`config.mk`:
```
export PLATFORM = sky130hd
export DESIGN_NAME = skw_seeded_key_watchdog
export DESIGN_NICKNAME = d
export VERILOG_FILES = /design/src/rtl/skw_seeded_key_watchdog.v /design/src/rtl/skw_pulse_timer.v
export VERILOG_INCLUDE_DIRS = /design/src /design/src/rtl
export SDC_FILE = /design/constraint.sdc
export NUM_CORES = 1
export LEC_CHECK = 0
export BUFFER_PORTS_ARGS = -buffer_cell sky130_fd_sc_hd__clkbuf_2
export CELL_PAD_IN_SITES_DETAIL_PLACEMENT = 1
export CELL_PAD_IN_SITES_GLOBAL_PLACEMENT = 1
export CORE_UTILIZATION = 50
export CTS_CLUSTER_SIZE = 24
export DETAILED_ROUTE_END_ITERATION = 6
export PLACE_DENSITY_LB_ADDON = 0.1
export SYNTH_ARGS = -nofsm -noshare
export SYNTH_HDL_FRONTEND = slang
export SYNTH_HIERARCHICAL = 1
export SYNTH_SLANG_ARGS = --single-unit
```
`constraint.sdc`:
```
create_clock -name ref_clk_in -period 4 [get_ports ref_clk_in]
set_clock_uncertainty 0.15 [all_clocks]
set_input_delay 0.8 -clock ref_clk_in [delete_from_list [all_inputs] [get_ports ref_clk_in]]
set_output_delay 0.8 -clock ref_clk_in [all_outputs]
set_load 0.05 [all_outputs]
```
`src/rtl/skw_regs.vh`:
```
`ifndef SKW_REGS_VH
`define SKW_REGS_VH
// clock and times
`define SKW_CLK_HZ        10000000
`define SKW_RST_TIME_US   1000
`define SKW_RST_CYC       ((`SKW_RST_TIME_US * (`SKW_CLK_HZ / 1000000)))
`define SKW_FAST_RST_US   1000
`define SKW_FAST_RST_CYC  ((`SKW_FAST_RST_US * (`SKW_CLK_HZ / 1000000)))
`define SKW_TIMEOUT_CYC   50000
`define SKW_SEED_DIV      16
`define SKW_RETRY_MAX     8'h02
// key and seed
`define SKW_KEY_W         8
`define SKW_DEFAULT_KEY   8'h00
`define SKW_KEY_INC       8'h01
`define SKW_SEED_RST      8'h00
// states
`define SKW_ST_INIT       3'h0
`define SKW_ST_OVERRIDE   3'h1
`define SKW_ST_SEEDWAIT   3'h2
`define SKW_ST_RUN        3'h3
`define SKW_ST_TEST       3'h4
`define SKW_ST_QUAL       3'h5
`define SKW_ST_RESET      3'h6
`endif

```
`src/rtl/skw_seeded_key_watchdog.v`:
```
`timescale 1ns/1ps
`include "skw_regs.vh"
module skw_seeded_key_watchdog #(
  parameter TIMEOUT_CYC = `SKW_TIMEOUT_CYC,
  parameter RST_CYC     = `SKW_RST_CYC,
  parameter FAST_CYC    = `SKW_FAST_RST_CYC,
  parameter SEED_DIV    = `SKW_SEED_DIV
) (
  input  wire       ref_clk_in,
  input  wire       resetn_in,
  input  wire       sm_resetn_in,
  input  wire       disable_in,
  input  wire       key_submit_in,
  input  wire [7:0] key_data_in,
  input  wire       seed_read_in,
  input  wire       test_entry_in,
  input  wire       retry_clear_in,
  input  wire       fast_wd_reset_in,
  input  wire [7:0] retry_max_in,
  output reg  [7:0] seed_out,
  output reg  [7:0] prev_key_out,
  output reg        seed_valid_out,
  output wire       qualified_error_reset_flag_out,
  output wire       test_indicator_out,
  output wire       lockout_flag_out,
  output wire       disable_pin_status_bit_out,
  output wire       reset_pin_out,
  output wire       wd_error_out,
  output wire [2:0] state_out,
  output wire [7:0] retry_count_out,
  output wire [7:0] error_tally_out
);
  reg [2:0]  state_reg;
  reg [2:0]  state_next;
  reg [17:0] tmr_reg;
  reg [15:0] div_reg;
  reg [7:0]  seed_cnt_reg;
  reg [7:0]  key_reg;
  reg [7:0]  prev_key_reg;
  reg [7:0]  seed_reg;
  reg [7:0]  retry_reg;
  reg [7:0]  tally_reg;
  reg        wdr_reg;
  reg        lock_reg;
  reg        err_pulse_reg;
  reg        dis_s1_reg;
  reg        dis_reg;
  wire       sm_active;
  wire       timing;
  wire       expired;
  wire       key_ok;
  wire       key_good;
  wire       slow_busy;
  wire       fast_busy;
  wire       enter_reset;
  wire [7:0] new_key;
  wire       seed_wait_entry;
  wire       key_latch;
  wire       retries_done;
  wire       enter_test;
  wire       qual_fail;
  wire       tally_full;

  assign sm_active = sm_resetn_in;
  assign timing    = (state_reg == `SKW_ST_SEEDWAIT) ||
                     (state_reg == `SKW_ST_RUN) ||
                     (state_reg == `SKW_ST_TEST) ||
                     (state_reg == `SKW_ST_QUAL);
  assign expired   = timing && !dis_reg &&
                     (tmr_reg == TIMEOUT_CYC[17:0]);
  assign key_ok    = key_submit_in && (key_data_in == key_reg);
  assign key_good  = key_ok && timing && !expired;
  // next key from freshly latched seed
  assign new_key   = (seed_cnt_reg ^ key_reg) + `SKW_KEY_INC;

  // default key taken in the initial state
  assign seed_wait_entry = (state_reg == `SKW_ST_INIT) &&
                           (state_next == `SKW_ST_SEEDWAIT);
  // seed-wait entry latches like a correct key
  assign key_latch       = !dis_reg && (key_good || seed_wait_entry);
  // permitted retries used up
  assign retries_done    = (retry_reg >= retry_max_in);
  // last cycle before the test state, as the move into it is taken
  assign enter_test      = (state_next == `SKW_ST_TEST) &&
                           (state_reg != `SKW_ST_TEST);
  // qualified failure, not a test expiry
  assign qual_fail       = enter_reset && (state_reg == `SKW_ST_QUAL);
  // tally stops at its top value
  assign tally_full      = (tally_reg == 8'hff);

  // disable pin, two stage sample
  always @(posedge ref_clk_in or negedge resetn_in) begin
    if (!resetn_in) begin
      dis_s1_reg <= 1'b0;
      dis_reg    <= 1'b0;
    end else begin
      dis_s1_reg <= disable_in;
      dis_reg    <= dis_s1_reg;
    end
  end
  assign disable_pin_status_bit_out = dis_reg;

  always @(posedge ref_clk_in or negedge resetn_in) begin
    if (!resetn_in) begin
      div_reg      <= 16'h0000;
      seed_cnt_reg <= `SKW_SEED_RST;
    end else if (!sm_active) begin
      div_reg      <= 16'h0000;
      seed_cnt_reg <= `SKW_SEED_RST;
    end else if (div_reg == SEED_DIV[15:0] - 16'h0001) begin
      div_reg      <= 16'h0000;
      seed_cnt_reg <= seed_cnt_reg + 8'h01;
    end else begin
      div_reg <= div_reg + 16'h0001;
    end
  end

  // state machine
  always @* begin
    state_next = state_reg;
    case (state_reg)
      `SKW_ST_INIT: begin
        if (test_entry_in) begin
          state_next = `SKW_ST_OVERRIDE;
        end else if (key_submit_in && key_data_in == `SKW_DEFAULT_KEY) begin
          state_next = `SKW_ST_SEEDWAIT;
        end
      end
      `SKW_ST_OVERRIDE: state_next = `SKW_ST_OVERRIDE;
      `SKW_ST_SEEDWAIT, `SKW_ST_RUN: begin
        if (test_entry_in) begin
          state_next = `SKW_ST_TEST;
        end else if (expired) begin
          state_next = `SKW_ST_QUAL;
        end else if (key_good) begin
          state_next = `SKW_ST_RUN;
        end
      end
      `SKW_ST_TEST: begin
        if (expired) begin
          state_next = `SKW_ST_RESET;
        end else if (key_good) begin
          state_next = `SKW_ST_RUN;
        end
      end
      `SKW_ST_QUAL: begin
        if (key_good) begin
          state_next = `SKW_ST_RUN;
        end else if (expired && retries_done) begin
          state_next = `SKW_ST_RESET;
        end
      end
      `SKW_ST_RESET: begin
        if (!slow_busy && !err_pulse_reg) begin
          state_next = `SKW_ST_INIT;
        end
      end
      default: state_next = `SKW_ST_INIT;
    endcase
  end

  assign enter_reset = (state_next == `SKW_ST_RESET) &&
                       (state_reg != `SKW_ST_RESET);

  always @(posedge ref_clk_in or negedge resetn_in) begin
    if (!resetn_in) begin
      state_reg     <= `SKW_ST_INIT;
      tmr_reg       <= 18'h00000;
      err_pulse_reg <= 1'b0;
    end else if (!sm_active) begin
      state_reg     <= `SKW_ST_INIT;
      tmr_reg       <= 18'h00000;
      err_pulse_reg <= 1'b0;
    end else begin
      state_reg     <= dis_reg ? state_reg : state_next;
      err_pulse_reg <= expired;
      if (dis_reg || !timing) begin
        tmr_reg <= 18'h00000;
      end else if (key_good || expired) begin
        tmr_reg <= 18'h00000;
      end else begin
        tmr_reg <= tmr_reg + 18'h00001;
      end
    end
  end

  always @(posedge ref_clk_in or negedge resetn_in) begin
    if (!resetn_in) begin
      seed_reg     <= `SKW_SEED_RST;
      key_reg      <= `SKW_DEFAULT_KEY;
      prev_key_reg <= `SKW_DEFAULT_KEY;
    end else if (!sm_active) begin
      seed_reg     <= `SKW_SEED_RST;
      key_reg      <= `SKW_DEFAULT_KEY;
      prev_key_reg <= `SKW_DEFAULT_KEY;
    end else if (key_latch) begin
      seed_reg     <= seed_cnt_reg;
      prev_key_reg <= key_reg;
      key_reg      <= new_key;
    end
  end

  // seed read returns seed and previous key
  always @(posedge ref_clk_in or negedge resetn_in) begin
    if (!resetn_in) begin
      seed_out       <= 8'h00;
      prev_key_out   <= 8'h00;
      seed_valid_out <= 1'b0;
    end else if (!sm_active) begin
      seed_valid_out <= 1'b0;
    end else begin
      seed_valid_out <= seed_read_in;
      if (seed_read_in) begin
        seed_out     <= seed_reg;
        prev_key_out <= prev_key_reg;
      end
    end
  end

  always @(posedge ref_clk_in or negedge resetn_in) begin
    if (!resetn_in) begin
      retry_reg <= 8'h00;
    end else if (!sm_active) begin
      retry_reg <= 8'h00;
    end else if (retry_clear_in) begin
      retry_reg <= 8'h00;
    end else if (expired && state_reg == `SKW_ST_QUAL) begin
      retry_reg <= retry_reg + 8'h01;
    end
  end

  // error tally, kept across machine reset
  always @(posedge ref_clk_in or negedge resetn_in) begin
    if (!resetn_in) begin
      tally_reg <= 8'h00;
    end else if (sm_active && expired && !tally_full) begin
      tally_reg <= tally_reg + 8'h01;
    end
  end

  always @(posedge ref_clk_in or negedge resetn_in) begin
    if (!resetn_in) begin
      wdr_reg <= 1'b0;
    end else if (!sm_active) begin
      wdr_reg <= 1'b0;
    end else if (expired && enter_reset &&
                 (state_reg == `SKW_ST_QUAL ||
                  state_reg == `SKW_ST_TEST)) begin
      wdr_reg <= 1'b1;
    end
  end

  // lockout set on qualified error, cleared on a good key into run or on entering test
  always @(posedge ref_clk_in or negedge resetn_in) begin
    if (!resetn_in) begin
      lock_reg <= 1'b1;
    end else if (!sm_active) begin
      lock_reg <= 1'b1;
    end else if (qual_fail) begin
      lock_reg <= 1'b1;
    end else if (enter_test && !dis_reg) begin
      lock_reg <= 1'b0;
    end else if (state_next == `SKW_ST_RUN && key_good && !dis_reg) begin
      lock_reg <= 1'b0;
    end
  end

  skw_pulse_timer #(
    .W   (16),
    .CNT (RST_CYC)
  ) u_slow (
    .ref_clk_in (ref_clk_in),
    .resetn_in  (resetn_in),
    .start_in   (enter_reset),
    .busy_out   (slow_busy)
  );

  skw_pulse_timer #(
    .W   (16),
    .CNT (FAST_CYC)
  ) u_fast (
    .ref_clk_in (ref_clk_in),
    .resetn_in  (resetn_in),
    .start_in   (fast_wd_reset_in),
    .busy_out   (fast_busy)
  );

  assign reset_pin_out = fast_busy ||
                         (slow_busy && wdr_reg && lock_reg);
  assign qualified_error_reset_flag_out = wdr_reg;
  assign test_indicator_out = (state_reg == `SKW_ST_TEST);
  assign lockout_flag_out   = lock_reg;
  assign wd_error_out       = err_pulse_reg;
  assign state_out          = state_reg;
  assign retry_count_out    = retry_reg;
  assign error_tally_out    = tally_reg;
endmodule

```
`src/rtl/skw_pulse_timer.v`:
```
`timescale 1ns/1ps
// holds busy high for a fixed count after start
module skw_pulse_timer #(
  parameter W   = 16,
  parameter CNT = 10000
) (
  input  wire         ref_clk_in,
  input  wire         resetn_in,
  input  wire         start_in,
  output wire         busy_out
);
  reg [W-1:0] cnt_reg;

  always @(posedge ref_clk_in or negedge resetn_in) begin
    if (!resetn_in) begin
      cnt_reg <= {W{1'b0}};
    end else if (start_in) begin
      cnt_reg <= CNT[W-1:0];
    end else if (cnt_reg != {W{1'b0}}) begin
      cnt_reg <= cnt_reg - {{(W-1){1'b0}}, 1'b1};
    end
  end

  assign busy_out = (cnt_reg != {W{1'b0}});
endmodule

```
==> run summary, run 1 <==
status = finished, final reports clean
share of layout cells above drive strength 1 = 0.184
vias per cell = 5.98
Nets = 837
fin. max-slew vios = 0
area of the multi-input gates = 3580 sq um
Avg Inst Size Synth = 9.88 sq um
final WL = 19.9 mm
Layout Cells excl Fill = 988
CP Class = register to output pin
worst hold stages = 0
PD cells = 418 nW/um^2
R2R cell count = 6
#FFs+latches synth = 139
ys async rst share = 1.00
CTS Buf Count = 17
sequential fraction of the synthesis area = 0.476
CORE AREA = 14100 sq um
Slew headroom = 0.211
most frequently used flop master after synthesis = dfrtp_1
Setup Total Neg Slack = 0 ns
Starting Density = 0.519
worst path cell trace = inv_1, ha_1, nor3b_2, and4_1, inv_2, a31o_2, clkbuf_2
Req. time, crit path = 3.05 ns
GRT Overall Usage = 0.286
Post-Place Cells = 956
drt wl/cell = 20.2 microns
chip height = 123 microns
Largest register FFs = 18
drt first pass iters = 7
maxcap violations = 0
largest cells by area after synthesis = dfrtp_1, xor2_1, nor2_1
Clock transition at path regs = 0.06 ns
period utilization = 0.920
Synth Cell Area = 7310 sq um
crit start category = register
unrepaired setup endpoints after global routing = no
Crit. End Element = output pin
final estimated routing congestion in global placement = 0.797
worst path arrival time = 2.73 ns
worst min path class = register to register
vias in the first global route = 6393
final hold slack = 0.198 ns
chip width = 123 microns
Post-CTS Hold Buffers = 0
Tightest Pin Transition = 1.18 ns
io pins = 67
max frequency = 0.272 GHz
first-pass GRT wire length = 33.0 mm
Diodes inserted = 0
slowest stage cell, crit path = and4_1
Clock Path Buffers = 2
gr ovfl total = 0
Row Count = 43
clk sinks = 139
IO buf count = 66
dpl hpwl = 12.7 mm
flop2flop setup slack = 0.73 ns
Net Count, Synth = 782
EDFF count, synth = 0
layout overhead on the synthesized area = 16.0%
Starting DRT DRC Count = 275
register area = 3480 sq um
TritonCTS clock tree = yes
P_leak = 0.00372 uW
post-CTS setup buffer count = 0
post-layout min period = 3.68 ns
die area = 15100 sq um
Yosys top cell area share = 0.472
fill cell count = 1577
Max VDD drop = 313 uV
Distinct cells, synth = 65
clk root buf = clkbuf_16
area leader, netlist = dfrtp_1
delay of the slowest critical-path stage = 0.50 ns
Post-Syn Instances = 740
post_cts resized = 0
Via Count = 5907
Ys Warns = 6
htree depth = 4
Final Hold Fails = 0
DRC violations left = 0
Worst-Skew Late Latency = 0.43 ns
Critical Path Fanout Max = 10
largest net degree at the start of global routing = 101
Final Setup Violations = 0
Antenna Violating Nets Remaining = 0
initial antenna violation count = 0
[Yosys cell counts (5+ instances only)]
master	number
xnor2_1	33
buf_2	5
nor2_1	79
nor3_1	17
nand2_1	38
or3_1	11
a211oi_1	5
mux2_2	23
ha_1	17
dfrtp_1	138
a21oi_1	50
nor4_1	12
o21ai_0	34
o31ai_1	11
xor2_1	38
and3_1	15
inv_1	20
nor2b_1	14
or4_1	18
nand4_1	10
nand3_1	51
clkbuf_1	21
and4_1	6
[logic make-up after synthesis]
family / after synthesis / share of synthesized area
adders and majority gates: 17 / 0.0291
xor gates and xnor gates: 72 / 0.0873
and+or+nand+nor: 305 / 0.231
AOI/OAI and AO/OA: 124 / 0.103
muxes: 26 / 0.0395
DFF: 139 / 0.476
buffers and inverters: 57 / 0.0349
[metrics by stage]
stage,utilization,power [uW],setup slack (ns),cell area [sq um]
CTS,0.602,3580,0.331,8480
finish,0.602,3550,0.320,8480
global placement,0.550,1630,0.839,7760
floorplan,-,1550,1.16,7310
detailed placement,0.550,1640,0.773,7760
global route,0.602,3650,0.255,8480
[area by class of cell]
type,instances,share of cell area
inverters,22,0.00973
clock buffers,22,0.0583
clock inverters,10,0.0274
well taps,180,0.0265
flip-flops and latches,139,0.410
multi-input cells,544,0.422
repair buffers,71,0.0456
[where the power goes]
part,total [uW],leakage [uW],internal [uW],switching [uW]
combinational,172,0.00152,56.2,116
sequential,1440,0.00185,1420,21.3
clock,1930,0.000357,1320,617
total,3550,0.00372,2790,754
[cell usage in the layout (no fill, tap or decap), types with 6 or more instances in the layout]
cell / Yosys / layout
dfrtp_1: 138 / 138
nor2_1: 79 / 79
clkbuf_2: 1 / 65
nand3_1: 51 / 51
a21oi_1: 50 / 50
xor2_1: 38 / 38
nand2_1: 38 / 38
o21ai_0: 34 / 34
xnor2_1: 33 / 33
mux2_2: 23 / 23
inv_1: 20 / 20
or4_1: 18 / 18
nor3_1: 17 / 17
ha_1: 17 / 17
clkbuf_16: 0 / 17
and3_1: 15 / 15
nor2b_1: 14 / 14
nor4_1: 12 / 12
or3_1: 11 / 11
o31ai_1: 11 / 11
nand4_1: 10 / 10
bufinv_16: 0 / 7
and4_1: 6 / 6
[layer usage]
layer / vias to the layer above / GRT usage / share of wire
met5: - / 0 / 0
met4: 0 / 0.107 / 0.020
met3: 36 / 0.0627 / 0.039
met2: 105 / 0.494 / 0.53
met1: 3026 / 0.348 / 0.41
li1: 2740 / - / -
[final timing paths]
check,endpoint,startpoint
worst max-delay path,reset_pin_out,u_slow/cnt_reg[0]
worst min-delay path,disable_pin_status_bit_out,dis_s1_reg
worst max register to register,key_reg[1],tmr_reg[5]
worst min register to register,disable_pin_status_bit_out,dis_s1_reg
max in group asynchronous,lockout_flag_out,resetn_in
min in group asynchronous,u_fast/cnt_reg[5],resetn_in
[critical path: cells and delay by family, from the launching register on]
kind | cells | cell delay, ns
adder cells (fa/ha/maj) | 1 | 0.19
AO/OA/AOI/OAI | 1 | 0.24
buffers and inverters | 3 | 0.50
AND/OR/NAND/NOR | 2 | 0.96
flip-flops | 1 | 0.41
(Power assumes the default switching activity.)
==> inputs of run 2 (changes only) <==
--- a/config.mk
+++ b/config.mk
@@ -15,5 +15,4 @@
 export PLACE_DENSITY_LB_ADDON = 0.1
 export SYNTH_ARGS = -nofsm -noshare
 export SYNTH_HDL_FRONTEND = slang
-export SYNTH_HIERARCHICAL = 1
 export SYNTH_SLANG_ARGS = --single-unit
==> run summary, run 2 <==
IO buf count = 66 (unchanged)
worst path cell trace = inv_1, ha_1, or3b_2, or4_1, nor2_2, o21ai_0, clkbuf_2
Via Count = 5412 (-8.4%)
flop2flop setup slack = 1.04 ns (+0.31 ns)
commonest non-fill, non-tap cell in the layout = dfrtp_1
Net Sw Frac = 0.238 (+0.0261)
unrepaired setup endpoints after global routing = no
period utilization = 0.948 (+0.0283)
fill cell count = 1561 (-1.0%)
Tightest Pin Transition = 1.01 ns (-0.163 ns)
clk root buf = clkbuf_16
top-count cell post-synth = dfrtp_1
total power = 3110 uW (-12%)
vias in the first global route = 5844 (-8.6%)
Sequential Power Share = 0.467 (+0.061)
Hold Path Sink = disable_pin_status_bit_out
CP Class = register to output pin
worst min path class = register to register
Final Hold Fails = 0 (unchanged)
slowest stage cell, crit path = or4_1
#FFs+latches synth = 139 (unchanged)
Max VDD drop = 269 uV (-14%)
Req. time, crit path = 3.05 ns (about the same)
Avg Inst Size Synth = 10.1 sq um (+2.0%)
sequential fraction of the synthesis area = 0.491 (+0.0152)
area leader, netlist = dfrtp_1
die area = 14700 sq um (-3.1%)
Crit. End Element = output pin
first-pass GRT wire length = 29.4 mm (-11%)
post-CTS setup buffer count = 0 (unchanged)
chip height = 121 microns (-1.5%)
Synth top cells by count = dfrtp_1, nor2_1, xnor2_1
io pins = 67 (unchanged)
Crit path max-delay family = simple AND/OR/NAND/NOR gates
post-layout min period = 3.79 ns (+0.113 ns)
final WL = 17.2 mm (-14%)
DRC violations left = 0 (unchanged)
Post-Syn Instances = 703 (-5.0%)
largest net degree at the start of global routing = 107 (+5.9%)
PD cells = 383 nW/um^2 (-8.3%)
CTS Buf Count = 17 (unchanged)
worst path arrival time = 2.84 ns (+0.11 ns)
status = finished, final reports clean
Slew headroom = 0.324 (+0.113)
Diodes inserted = 0 (unchanged)
largest cells by area after synthesis = dfrtp_1, xnor2_1, nor2_1
htree depth = 4 (unchanged)
drt wl/cell = 17.8 microns (-12%)
gr ovfl total = 0 (unchanged)
Ys Warns = 0 (-6)
delay of the slowest critical-path stage = 0.60 ns (+0.10 ns)
Clock Power Share = 0.471 (-0.074)
crit start category = register
final estimated routing congestion in global placement = 0.818 (+2.6%)
post_cts resized = 0 (unchanged)
Starting DRT DRC Count = 180 (-35%)
internal power = 2370 uW (-15%)
Clock transition at path regs = 0.06 ns (about the same)
Net Count, Synth = 745 (-4.7%)
max frequency = 0.264 GHz (-3.0%)
worst path bufs/invs = 2 (-1)
Sw Pwr = 742 uW (-1.6%)
hold path start = dis_s1_reg
Critical Path Fanout Max = 6 (-4)
Post-CTS Hold Buffers = 0 (unchanged)
Antenna Violating Nets Remaining = 0 (unchanged)
layout overhead on the synthesized area = 14.5%
chip width = 121 microns (-1.5%)
Final Setup Violations = 0 (unchanged)
GRT Overall Usage = 0.257 (-0.0281)
dpl hpwl = 12.1 mm (-4.9%)
Nets = 813 (-2.9%)
CORE AREA = 13800 sq um (-1.9%)
RR Endpoint = seed_reg[5]
most frequently used flop master after synthesis = dfrtp_1
Largest register FFs = 18 (unchanged)
Worst-Skew Late Latency = 0.42 ns (about the same)
ys async rst share = 1.00 (unchanged)
vias per cell = 5.63 (-5.9%)
Row Count = 43 (unchanged)
Clock Path Buffers = 2 (unchanged)
Yosys top cell area share = 0.487 (+0.0151)
worst hold stages = 0 (unchanged)
most frequent cells in the layout = dfrtp_1, nor2_1, clkbuf_2
fin. max-slew vios = 0 (unchanged)
share of layout cells above drive strength 1 = 0.173 (-0.0118)
Starting Density = 0.513 (-0.00628)
initial antenna violation count = 0 (unchanged)
Synth Cell Area = 7090 sq um (-3.1%)
TritonCTS clock tree = yes
Setup Total Neg Slack = 0 ns (unchanged)
P_leak = 0.00375 uW (+0.81%)
R2R cell count = 7 (+1)
drt first pass iters = 4 (-3)
EDFF count, synth = 0 (unchanged)
maxcap violations = 0 (unchanged)
clk sinks = 139 (unchanged)
share of total power in combinational logic = 0.062 (+0.014)
worst flop-to-flop path startpoint = state_out[1]
Distinct cells, synth = 58 (-11%)
run 2: worst register-to-register path, delay by kind of cell (launching register included):
family,cells,cell delay [ns]
AND/OR/NAND/NOR,2,0.46
flip-flops,1,0.62
AO/OA/AOI/OAI,2,0.83
multiplexers,1,0.21
buffers and inverters,1,0.32
XOR/XNOR,1,0.25
run 2: routing by layer:
metal  track usage  part of all wire  up-vias
met2         0.433              0.49       96
met3        0.0423             0.030       22
met4        0.0864             0.016        0
met5             0                 0        -
met1         0.338              0.46     2735
li1              -                 -     2559
run 2: worst max path at each step:
| stage | start | endpoint | slack, ns | cells after the start |
|---|---|---|---|---|
| 6_report | u_fast.cnt_reg[0] | reset_pin_out | 0.21 | 7 |
| 5_1_grt | u_fast.cnt_reg[0] | reset_pin_out | 0.01 | 7 |
| 4_1_cts | u_fast.cnt_reg[0] | reset_pin_out | 0.17 | 7 |
| 3_5_place_dp | u_fast.cnt_reg[0] | reset_pin_out | 0.62 | 7 |
| 3_3_place_gp | u_fast.cnt_reg[0] | reset_pin_out | 0.71 | 7 |
| 2_1_floorplan | u_fast.cnt_reg[0] | reset_pin_out | 0.67 | 7 |
run 2: power by group through the flow:
stage	Combinational, uW	Sequential, uW	Clock (uW)
6_report	192	1450	1470
5_1_grt	216	1460	1540
4_1_cts	197	1450	1490
3_5_place_dp	195	1480	0
3_3_place_gp	186	1470	0
2_1_floorplan	111	1480	0
run 2: cell families (layout without fill, tap and decap cells):
| kind of cell | Yosys count | in the layout | synth area share |
|---|---|---|---|
| xor+xnor | 95 | 95 | 0.117 |
| mux | 37 | 37 | 0.0556 |
| buf+inv | 49 | 128 | 0.0314 |
| flops | 139 | 139 | 0.491 |
| fa+ha+maj | 17 | 17 | 0.0300 |
| simple gates | 302 | 302 | 0.215 |
| compound gates | 64 | 64 | 0.0591 |
run 2: final cells by class:
class	count	area, sq um	share of cell area
Tap cell	180	225	0.0278
Clock inverter	6	65.1	0.00802
Multi-Input combinational cell	515	3390	0.418
Inverter	26	97.6	0.0120
Timing Repair Buffer	72	382	0.0470
Sequential cell	139	3480	0.429
Clock buffer	24	472	0.0581
run 2: metrics by stage:
step           instances   util  worst slack (ns)  instance area (sq um)  hold WS [ns]
2_1_floorplan        703      -             0.675                   7090         0.181
5_1_grt              962  0.587            0.0129                   8120         0.250
3_3_place_gp         932  0.548             0.713                   7580         0.187
4_1_cts              962  0.587             0.172                   8120         0.236
6_report             962  0.587             0.207                   8120         0.238
3_5_place_dp         932  0.548             0.619                   7580         0.224
==> inputs of run 3 (changes only) <==
--- a/config.mk
+++ b/config.mk
@@ -12,7 +12,7 @@
 export CORE_UTILIZATION = 50
 export CTS_CLUSTER_SIZE = 24
 export DETAILED_ROUTE_END_ITERATION = 6
-export PLACE_DENSITY_LB_ADDON = 0.1
+export PLACE_DENSITY_LB_ADDON = 0.15
 export SYNTH_ARGS = -nofsm -noshare
 export SYNTH_HDL_FRONTEND = slang
 export SYNTH_SLANG_ARGS = --single-unit
==> run summary, run 3 (synthesis results as in run 2) <==
most frequent cells in the layout = dfrtp_1, nor2_1, clkbuf_2
chip width = 121 microns (unchanged)
CORE AREA = 13800 sq um (unchanged)
Final Setup Violations = 0 (unchanged)
unrepaired setup endpoints after global routing = no
final hold slack = 0.213 ns (-0.0248 ns)
first-pass GRT wire length = 29.6 mm (+0.52%)
Setup Total Neg Slack = 0 ns (unchanged)
final estimated routing congestion in global placement = 0.792 (-3.1%)
clk root buf = clkbuf_16
Crit. End Element = output pin
vias per cell = 5.67 (+0.70%)
Clock transition at path regs = 0.06 ns (about the same)
CTS Buf Count = 17 (unchanged)
crit start category = register
TritonCTS clock tree = yes
IO buf count = 66 (unchanged)
Final Hold Fails = 0 (unchanged)
slowest stage cell, crit path = or4_1
drt first pass iters = 4 (unchanged)
worst path arrival time = 2.90 ns (+0.06 ns)
Antenna Violating Nets Remaining = 0 (unchanged)
met3 wire len = 516 microns (+0.39%)
Critical Path Fanout Max = 6 (unchanged)
area of the multi-input gates = 3390 sq um (-0.18%)
largest net degree at the start of global routing = 73 (-32%)
Starting Density = 0.513 (unchanged)
uppermost layer routed = met4
Max VDD drop = 294 uV (+9.0%)
Row Count = 43 (unchanged)
Req. time, crit path = 3.05 ns (about the same)
layout overhead on the synthesized area = 14.9%
io pins = 67 (unchanged)
maxcap violations = 0 (unchanged)
period utilization = 0.962 (+0.0138)
Via Count = 5450 (+0.70%)
CP Class = register to output pin
clk sinks = 139 (unchanged)
dpl hpwl = 12.1 mm (+0.27%)
register area = 3480 sq um (unchanged)
PD cells = 389 nW/um^2 (+1.6%)
fin. max-slew vios = 0 (unchanged)
utilization after layout = 0.589 (+0.00208)
post-CTS setup buffer count = 0 (unchanged)
Post-CTS Hold Buffers = 0 (unchanged)
htree depth = 4 (unchanged)
met2 WL post-DR = 9.34 mm (+10%)
P_leak = 0.00377 uW (+0.31%)
initial antenna violation count = 0 (unchanged)
vias in the first global route = 5970 (+2.2%)
die area = 14700 sq um (unchanged)
post-route cell area = 8140 sq um (+0.35%)
drt wl/cell = 18.7 microns (+4.8%)
post_cts resized = 0 (unchanged)
DRC violations left = 0 (unchanged)
chip height = 121 microns (unchanged)
delay of the slowest critical-path stage = 0.61 ns (about the same)
Clock Path Buffers = 2 (unchanged)
Nets = 812 (-0.12%)
commonest non-fill, non-tap cell in the layout = dfrtp_1
final WL = 18.0 mm (+4.8%)
Diodes inserted = 0 (unchanged)
Starting DRT DRC Count = 213 (+18%)
fill cell count = 1549 (-0.77%)
Worst-Skew Late Latency = 0.42 ns (about the same)
total power = 3170 uW (+1.9%)
Tightest Pin Transition = 0.769 ns (-0.245 ns)
post-layout min period = 3.85 ns (+0.0551 ns)
placed cell areas = 7580 sq um (about the same)
status = finished, final reports clean
worst path cell trace = inv_1, ha_1, or3b_2, or4_1, nor2_2, o21ai_0, clkbuf_2
GRT Overall Usage = 0.263 (+0.00556)
Slew headroom = 0.486 (+0.162)
worst min path class = input port to asynchronous set/reset pin
share of layout cells above drive strength 1 = 0.175 (+0.00256)
max frequency = 0.260 GHz (-1.4%)
WL met1 = 7.78 mm (-1.6%)
gr ovfl total = 0 (unchanged)
Largest register FFs = 18 (unchanged)
[run 3: worst paths after layout]
| path | startpoint | end | slack, ns | cells past startpoint |
|---|---|---|---|---|
| worst max-delay path | u_fast.cnt_reg[0] | reset_pin_out | 0.15 | 7 |
| worst min-delay path | resetn_in | retry_count_out[4] | 0.21 | 1 |
| worst max register to register | u_fast.cnt_reg[0] | u_fast.cnt_reg[10] | 1.21 | 8 |
| worst min register to register | dis_s1_reg | disable_pin_status_bit_out | 0.22 | 0 |
| max in group asynchronous | resetn_in | u_fast.cnt_reg[3] | 2.62 | 2 |
| min in group ref_clk_in | dis_s1_reg | disable_pin_status_bit_out | 0.22 | 0 |
[run 3: where the power goes]
part / switching [uW] / internal (uW)
sequential: 26.9 / 1430
combinational: 133 / 61.0
clock: 595 / 929
total: 754 / 2420
[run 3: worst max-delay path: cells and delay by family (launching register included)]
kind            cells  cell delay [ns]
compound gates      1             0.12
fa+ha+maj           1             0.25
buf+inv             2             0.36
flops               1             0.40
simple gates        3             1.35
[run 3: per-stage QoR]
| step | setup WS [ns] | instances |
|---|---|---|
| after floorplan | 0.675 | 703 |
| after global placement | 0.689 | 931 |
| after detailed placement | 0.596 | 931 |
| after CTS | 0.134 | 962 |
| after global routing | 0.0234 | 962 |
| final | 0.152 | 962 |
[run 3: layout make-up]
type                    count  share of cell area
clock buffers              20              0.0548
clock inverters            11              0.0147
inverters                  26              0.0120
multi-input cells         515               0.416
flip-flops and latches    139               0.427
well taps                 180              0.0277
repair buffers             71              0.0475
[run 3: metal layers]
layer / up-vias / track usage
met2: 93 / 0.464
met1: 2775 / 0.317
li1: 2550 / -
met3: 32 / 0.0446
met4: 0 / 0.106
met5: - / 0
